**src/floppy_cfg_regs.svh**
```systemverilog
// Index, field and reset constants of the floppy configuration registers
`ifndef FLOPPY_CFG_REGS_SVH
`define FLOPPY_CFG_REGS_SVH

// Register indices behind the data port
`define FLOPPY_MODE_CONFIG_IDX 8'hF0
`define FLOPPY_OPTION_CONFIG_IDX 8'hF1

// Reset values
`define FLOPPY_MODE_CONFIG_RST 8'h0E
`define FLOPPY_OPTION_CONFIG_RST 8'h00
`define FLOPPY_INDEX_RST 8'h00
`define FLOPPY_UNMAPPED_READ 8'h00

// Mode register fields
`define MODE_ENHANCED_BIT 0
`define MODE_NON_BURST_BIT 1
`define MODE_IFACE_HI 3
`define MODE_IFACE_LO 2
`define MODE_SWAP_BIT 4
`define MODE_PUSH_PULL_BIT 6
`define MODE_TRISTATE_BIT 7

// Option register fields
`define OPT_FORCE_WP_BIT 0
`define OPT_DENSITY_HI 3
`define OPT_DENSITY_LO 2

// Density select codes
`define DENSITY_FORCE_ONE 2'h2
`define DENSITY_FORCE_ZERO 2'h3

// Pin positions in the floppy output vector
`define PIN_DRIVE0_SELECT 0
`define PIN_DRIVE1_SELECT 1
`define PIN_MOTOR0_ENABLE 2
`define PIN_MOTOR1_ENABLE 3
`define PIN_DENSITY 4
`define FLOPPY_PIN_COUNT 5

`endif

```
**src/floppy_cfg_pkg.sv**
```systemverilog
// Types shared by the floppy configuration register block
package floppy_cfg_pkg;

  // Interface compatibility modes
  typedef enum logic [1:0] {
    iface_third = 2'h0,
    iface_second = 2'h1,
    iface_reserved = 2'h2,
    iface_compatible = 2'h3
  } iface_mode_e;

  // Settings handed to the controller core
  typedef struct packed {
    logic enhanced_mode_two;
    logic dma_non_burst;
    iface_mode_e iface_mode;
    logic push_pull_driver;
    logic outputs_tristate;
  } core_cfg_s;

  // Floppy pins: value and output enable per pin
  typedef struct packed {
    logic [4:0] level;
    logic [4:0] oe;
  } floppy_pins_s;

  // Whole state of the block
  typedef struct packed {
    logic [7:0] index;
    logic [7:0] mode;
    logic [7:0] option;
    logic [7:0] rdata;
    core_cfg_s core_cfg;
    logic core_write_protect_n;
    floppy_pins_s pins;
  } cfg_state_s;

endpackage

```
**src/floppy_logical_device_config.sv**
```systemverilog
// Floppy logical device configuration registers with pin steering
`timescale 1ns/1ns
`include "floppy_cfg_regs.svh"

// Operation
// - Registers return to defaults only on main or standby power-on or host bus reset.
// - A soft reset leaves both configuration registers unchanged.
// - Mode bit 0 selects normal or enhanced mode two floppy operation.
// - Mode bit 1 selects burst DMA when zero, non-burst when one.
// - Mode bits 3:2 select interface compatibility mode; code 10 reserved.
// - Mode bit 4 swaps drive 0 and drive 1 select and motor outputs.
// - Mode bit 6 chooses open drain when zero, push-pull when one.
// - Mode bit 7 set places every floppy output in high impedance.
// - Forced write protect asserts core write protect whenever a drive is selected.
// - Option bits 3:2 leave density normal, or force it to one or zero.
module floppy_logical_device_config (
  // Clock and resets
  input wire logic sys_clk,
  input wire logic reset_n,
  input wire logic standby_supply_por_n,
  input wire logic host_bus_reset_n,
  input wire logic soft_reset,
  // Configuration port, already decoded from the host bus
  input wire logic device_selected,
  input wire logic port_write,
  input wire logic port_read,
  input wire logic port_data_sel,
  input wire logic [7:0] port_wdata,
  output logic [7:0] port_rdata,
  // Controller core side
  input wire logic core_drive0_select_n,
  input wire logic core_drive1_select_n,
  input wire logic core_motor0_enable_n,
  input wire logic core_motor1_enable_n,
  input wire logic core_density,
  output floppy_cfg_pkg::core_cfg_s core_cfg,
  output logic core_write_protect_n,
  // Drive interface pins
  input wire logic write_protect_n,
  output logic drive0_select_n,
  output logic drive1_select_n,
  output logic motor0_enable_n,
  output logic motor1_enable_n,
  output logic density,
  output logic [4:0] floppy_pin_oe
);

  floppy_cfg_pkg::cfg_state_s state;
  floppy_cfg_pkg::cfg_state_s next_state;
  logic hard_reset;
  logic index_access;
  logic data_access;
  logic [4:0] pin_level;
  logic [4:0] pin_oe;
  logic swap;
  logic [1:0] density_sel;

  // Any of the three hard reset sources restores defaults
  assign hard_reset = !reset_n || !standby_supply_por_n || !host_bus_reset_n;

  // Index and data ports of the configuration window
  assign index_access = port_data_sel == 1'b0;
  assign data_access = port_data_sel == 1'b1 && device_selected;

  // Pin values before the driver stage; the swap is pure steering
  assign swap = state.mode[`MODE_SWAP_BIT];
  assign density_sel = state.option[`OPT_DENSITY_HI:`OPT_DENSITY_LO];
  always_comb begin
    pin_level = '0;
    pin_level[`PIN_DRIVE0_SELECT] = swap ? core_drive1_select_n : core_drive0_select_n;
    pin_level[`PIN_DRIVE1_SELECT] = swap ? core_drive0_select_n : core_drive1_select_n;
    pin_level[`PIN_MOTOR0_ENABLE] = swap ? core_motor1_enable_n : core_motor0_enable_n;
    pin_level[`PIN_MOTOR1_ENABLE] = swap ? core_motor0_enable_n : core_motor1_enable_n;
    if (density_sel == `DENSITY_FORCE_ONE) begin
      pin_level[`PIN_DENSITY] = 1'b1;
    end else if (density_sel == `DENSITY_FORCE_ZERO) begin
      pin_level[`PIN_DENSITY] = 1'b0;
    end else begin
      pin_level[`PIN_DENSITY] = core_density;
    end
  end

  // Driver stage: open drain only drives low, tri-state drives nothing
  genvar g;
  generate
    for (g = 0; g < `FLOPPY_PIN_COUNT; g = g + 1) begin : gen_pin
      // Kept apart from next_state so that only one process writes the state copy
      assign pin_oe[g] = !state.mode[`MODE_TRISTATE_BIT]
        && (state.mode[`MODE_PUSH_PULL_BIT] || !pin_level[g]);
    end
  endgenerate

  // Register file, read path and core settings
  always_comb begin
    next_state.index = state.index;
    next_state.mode = state.mode;
    next_state.option = state.option;
    next_state.rdata = state.rdata;
    next_state.pins.level = pin_level;
    next_state.pins.oe = pin_oe;
    // Host writes through the index/data pair
    if (port_write && index_access) begin
      next_state.index = port_wdata;
    end else if (port_write && data_access) begin
      if (state.index == `FLOPPY_MODE_CONFIG_IDX) begin
        next_state.mode = port_wdata;
      end else if (state.index == `FLOPPY_OPTION_CONFIG_IDX) begin
        next_state.option = port_wdata;
      end
    end
    // Read data is registered one cycle after the strobe
    if (port_read && index_access) begin
      next_state.rdata = state.index;
    end else if (port_read && data_access) begin
      if (state.index == `FLOPPY_MODE_CONFIG_IDX) begin
        next_state.rdata = state.mode;
      end else if (state.index == `FLOPPY_OPTION_CONFIG_IDX) begin
        next_state.rdata = state.option;
      end else begin
        next_state.rdata = `FLOPPY_UNMAPPED_READ;
      end
    end
    next_state.core_cfg.enhanced_mode_two = state.mode[`MODE_ENHANCED_BIT];
    next_state.core_cfg.dma_non_burst = state.mode[`MODE_NON_BURST_BIT];
    next_state.core_cfg.iface_mode =
      floppy_cfg_pkg::iface_mode_e'(state.mode[`MODE_IFACE_HI:`MODE_IFACE_LO]);
    next_state.core_cfg.push_pull_driver = state.mode[`MODE_PUSH_PULL_BIT];
    next_state.core_cfg.outputs_tristate = state.mode[`MODE_TRISTATE_BIT];
    // Forced protect sees the core drive selects before any swap, i.e. either drive
    next_state.core_write_protect_n = !((state.option[`OPT_FORCE_WP_BIT]
      && (!core_drive0_select_n || !core_drive1_select_n)) || !write_protect_n);
  end

  // Soft reset is deliberately not a term here, so settings survive it
  always_ff @(posedge sys_clk) begin
    if (hard_reset) begin
      state.index <= `FLOPPY_INDEX_RST;
      state.mode <= `FLOPPY_MODE_CONFIG_RST;
      state.option <= `FLOPPY_OPTION_CONFIG_RST;
      state.rdata <= `FLOPPY_UNMAPPED_READ;
      state.core_cfg <= '0;
      state.core_write_protect_n <= 1'b1;
      state.pins.level <= '1;
      state.pins.oe <= '0;
    end else begin
      state <= next_state;
    end
  end

  // Outputs come straight from the state flops
  assign port_rdata = state.rdata;
  assign core_cfg = state.core_cfg;
  assign core_write_protect_n = state.core_write_protect_n;
  assign drive0_select_n = state.pins.level[`PIN_DRIVE0_SELECT];
  assign drive1_select_n = state.pins.level[`PIN_DRIVE1_SELECT];
  assign motor0_enable_n = state.pins.level[`PIN_MOTOR0_ENABLE];
  assign motor1_enable_n = state.pins.level[`PIN_MOTOR1_ENABLE];
  assign density = state.pins.level[`PIN_DENSITY];
  assign floppy_pin_oe = state.pins.oe;

endmodule

```
**config.mk**
```make
export PLATFORM = sky130hd
export DESIGN_NAME = floppy_logical_device_config
export DESIGN_NICKNAME = d
export VERILOG_FILES = /design/src/floppy_cfg_pkg.sv /design/src/floppy_logical_device_config.sv
export VERILOG_INCLUDE_DIRS = /design/src
export SDC_FILE = /design/constraint.sdc
export NUM_CORES = 1
export LEC_CHECK = 0
export BUFFER_PORTS_ARGS = -buffer_cell sky130_fd_sc_hd__buf_2
export CAP_MARGIN = 15
export CORE_AREA = 2 2 72 74
export CTS_BUF_LIST = sky130_fd_sc_hd__clkbuf_8 sky130_fd_sc_hd__clkbuf_16
export DETAILED_ROUTE_END_ITERATION = 8
export DIE_AREA = 0 0 74 76
export PLACE_DENSITY = 0.67
export SLEW_MARGIN = 5
export SYNTH_ARGS = -nofsm -noshare
export SYNTH_HDL_FRONTEND = slang
export SYNTH_SLANG_ARGS = --single-unit
export TNS_END_PERCENT = 100
```
**constraint.sdc**
```tcl
create_clock -name sys_clk -period 2.3 [get_ports sys_clk]
set_input_delay 0.115 -clock sys_clk [delete_from_list [all_inputs] [get_ports sys_clk]]
set_output_delay 0.115 -clock sys_clk [all_outputs]
set_load 0.01 [all_outputs]
```
# ---- Word-level counts from Yosys, hierarchy flattened
# Index checks and enable logic that the tools add are counted.
dict set report word_totals {
  register_bits 49
  in_bits 23
  output_inout_bits 25
  wordCells 65
}
dict set report op_classes {
  eq_ne 4
  mux 10
  bitwise_logic 3
  n_reduce_logical 36
}
# op count
set op_table {}
lappend op_table {{$mux 8} 4}
lappend op_table {{$eq 8x8->1 const B} 2}
lappend op_table {{$logic_not 1->1} 13}
lappend op_table {{$logic_and 1x1->1} 11}
lappend op_table {{$logic_or 1x1->1} 9}
lappend op_table {{$mux 1} 6}
lappend op_table {{$eq 2x2->1 const B} 2}
lappend op_table {{$reduce_and 4->1} 1}
lappend op_table {{$not 1->1} 3}
lappend op_table {{$reduce_and 3->1} 1}
lappend op_table {{$reduce_bool 2->1} 1}

# ---- Longest topological paths before layout
dict set report depth {
  depth_word 6
  ltp_mapped 5
  depth_no_buf 3
}

# ---- Worst setup path before layout
# OpenSTA, ideal clock, no wires.
dict set report synth_path {
  path_type {reg2reg}
  start {register state[44] (netlist name)}
  end {register state, in the netlist density_sel[0]}
  setup_time_ns 0.119
  t_arrival_ns 1.259
  required_ns 2.181
  slack_ns 0.922
  path_stages_with_launch 6
  n_path_buf 2
  synth_period_minus_slack_ns 1.378
  path_cell_list {dfxtp_1 > nand4bb_1 > buf_6 > or3_4 > buf_6 > mux2i_1}
}
dict set report synth_between {
  elab_chain_cells 3
  word_cells_on_any_way 4
  cone_classes {eq/ne (2); bitwise (1); reduce/logical (1)}
}
# element line_no
set synth_rtl {}
lappend synth_rtl {{start: declaration} floppy_logical_device_config.sv:48} ;# floppy_cfg_pkg::cfg_state_s state;
lappend synth_rtl {{start signal: assignment} floppy_logical_device_config.sv:146} ;# state <= next_state;
lappend synth_rtl {{$eq 8x8->1 (no source line)} --}
lappend synth_rtl {{$not 1->1 (no source line)} --}
lappend synth_rtl {{$reduce_and 4->1 (no source line) (*)} --}
# Every way passes the cells marked *; elsewhere a longest branch is shown, timed or not.
# A chain may end at the register's enable or synchronous reset.

# ---- Final worst setup path
dict set report layout_path {
  start {register state[41] (netlist name)}
  end {register state, in the netlist next_state[11]}
}
dict set report layout_between {
  elab_chain_cells 2
}
# element
set layout_rtl {}
lappend layout_rtl {{$eq 8x8->1 (no source line)}}
lappend layout_rtl {{$reduce_and 3->1 (no source line)}}
# No other way between the ends.

==> summary.md <==
| Metric | Value |
|---|---|
| Min-delay worst type | input port to flop |
| Hold Buf Count CTS | 1 |
| First-pass GRT wire length | 6.76 mm |
| Leak | 1.04 nW |
| Total grt overflow | 0 |
| Reg2reg path depth | 3 |
| Pwr dens | 639 nW/um^2 |
| Die Height | 76 um |
| # IOs | 48 |
| Latest clock arrival within the worst-skew pair | 0.30 ns |
| Clock Sinks | 49 |
| Die area | 5620 um^2 |
| Sequential share of the synthesized area | 0.462 |
| Worst VDD drop | 0.363 mV |
| Drt first-iter violations | 54 |
| Top post-synthesis cells by count | dfxtp_1, mux2i_1, nand2_1 |
| Setup_tns | 0 ns |
| Mapped Area | 2120 um^2 |
| Inserted Clock Buffers | 5 |
| Port bufs | 46 |
| Antenna Violating Nets Remaining | 0 |
| Std cell rows | 26 |
| Syn_nets | 244 |
| TritonCTS clock tree | yes |
| Max_cap viols | 0 |
| Total Wirelength | 3.99 mm |
| Syn avg cell area | 9.61 um^2 |
| Post-place setup slack | 0.644 ns |
| Cell Count Post-Placement | 308 |
| RSZ-0062 raised after global routing | no |
| Period utilisation layout | 0.728 |
| Final max-slew violation count | 0 |
| Initial Util | 0.433 |
| Tightest Pin Transition | 0.627 ns |
| CP startpoint kind | flop |
| Final Setup Violations | 0 |
| Switching pwr | 0.000336 W |
| GRT Total Usage | 0.156 |
| Clock Skews | 0.00543 ns |
| Share of cells above drive strength 1 | 0.271 |
| Maximum fanout along the worst path | 12 |
| Sw Ratio | 0.223 |
| Hold Path Depth | 3 |
| Number of global-route vias before repair | 1,446 |
| Power share of the clock group | 0.361 |
| Nets | 269 |
| Status | finished clean |
| Post-route DRC | 0 |
| Flop and latch count out of synthesis | 49 |
| Largest net degree at the start of global routing | 37 |
| Initial antenna violation count | 0 |
| CTS H-tree depth | 2 |
| Drt via density | 4.79 |
| Drt pass-1 iters | 5 |
| Sequential share of power | 0.572 |
| Warnings from Yosys | 0 |
| Final hold vios | 0 |
| Post-CTS Setup Inserts | 0 |
| Top-count cell post-synth | dfxtp_1 |
| Cells after synthesis | 221 |
| Via count | 1,520 |
| Async set-reset flop share out of synthesis | 0 |
| WL/cell | 12.6 um |
| Synth area leaders | dfxtp_1, mux2i_1, buf_4 |
| Post_cts resized | 0 |
| Main synth FF type | dfxtp_1 |
| Count of cell types in the netlist | 28 |
| Clk root buf | clkbuf_8 |
| Max clock buf depth | 2 |
| Worst-path clk slew | 0.09 ns |
| Crit end category | flop |
| Number of flops mapped to enable cells by yosys | 0 |
| GPL Wtd Cong | 0.743 |
| Synth top area share | 0.462 |
| Arrival time at the worst endpoint | 1.91 ns |
| Core ar. | 4910 um^2 |
| Logic gate share of total power | 0.067 |
| Post-layout min period | 1.68 ns |
| R2r setup slk | 0.62 ns |
| Pint | 0.00117 W |
| Area growth syn-to-layout | 11.2% |
| Max Freq | 597 MHz |
| HPWL Detailed | 2.87 mm |
| Synth area leader | dfxtp_1 |
| Final setup margin | 0.625 ns |
| ANT cells | 0 |
| Crit path kind | flop to flop |
| Non-Filler Instances | 317 |
| Die width | 74 um |
| Worst EP required | 2.53 ns |
| Max-slew headroom | 0.582 |
## cell families (layout without fill, tap and decap cells)
| group | after synthesis | after routing | synth area share |
|---|---|---|---|
| buffers and inverters | 37 | 63 | 0.109 |
| multiplexers | 37 | 37 | 0.174 |
| AO/OA/AOI/OAI | 22 | 22 | 0.0801 |
| flip-flops | 49 | 49 | 0.462 |
| AND/OR/NAND/NOR | 76 | 76 | 0.175 |
## flip-flops by register name (all words and copies together), names as in the netlist
signal                cells
state                    16
port_rdata                8
core_cfg                  6
next_state                6
floppy_pin_oe             5
density_sel               2
core_write_protect_n      1
density                   1
drive0_select_n           1
drive1_select_n           1
motor0_enable_n           1
motor1_enable_n           1
## power by group through the flow
stage	combinational, W	sequential, W	clock (W)
2_1_floorplan	0.0000666	0.000884	0
6_report	0.000101	0.000864	0.000546
3_5_place_dp	0.000100	0.000884	0
5_1_grt	0.000114	0.000865	0.000601
3_3_place_gp	0.0000995	0.000884	0
4_1_cts	0.000102	0.000864	0.000566
## placed cells by master, fill, tap and decap left out, types with 5 or more instances in the layout
cell type,count
nor4_1,7
nor2_1,23
nand2_1,29
o21a_1,5
buf_2,46
mux2i_1,37
inv_1,5
clkbuf_8,7
o221a_2,7
o21ai_0,8
dfxtp_1,49
## routing by layer
metal,up-vias,GRT usage,routed length [um]
met1,684,0.207,1890
met3,7,0.0423,217
met5,-,0,0
met2,46,0.233,1790
met4,0,0.0709,88
li1,783,-,-
## final timing paths
path                                    from              to
worst max-delay path               state[41]  next_state[11]
worst max register to register     state[41]  next_state[11]
worst min-delay path            core_density         density
worst min register to register     state[38]       state[38]
## through the flow
stage                     hold WS [ns]  power (W)   util  area, um^2
after floorplan                  0.225   0.000951      -        2120
after global placement           0.316   0.000983  0.458        2250
after detailed placement         0.319   0.000984  0.458        2250
after CTS                       0.0394    0.00153  0.481        2360
after global routing            0.0580    0.00158  0.481        2360
final                           0.0439    0.00151  0.481        2360
## worst max-delay path, stage by stage, from the launching register on
cell,delay (ns)
dfxtp_1,0.52
nand4b_1,0.32
nor3_4,0.52
mux2i_1,0.24
## area by class of cell
type,count,area (um^2)
sequential,49,981
clock buffer,7,96.3
inverter,5,18.8
multi-input combinational,135,912
fill,471,2550
timing repair buffer,50,263
tap,70,87.6
clock inverter,1,5.00
Power figures use the tool's default switching activity.
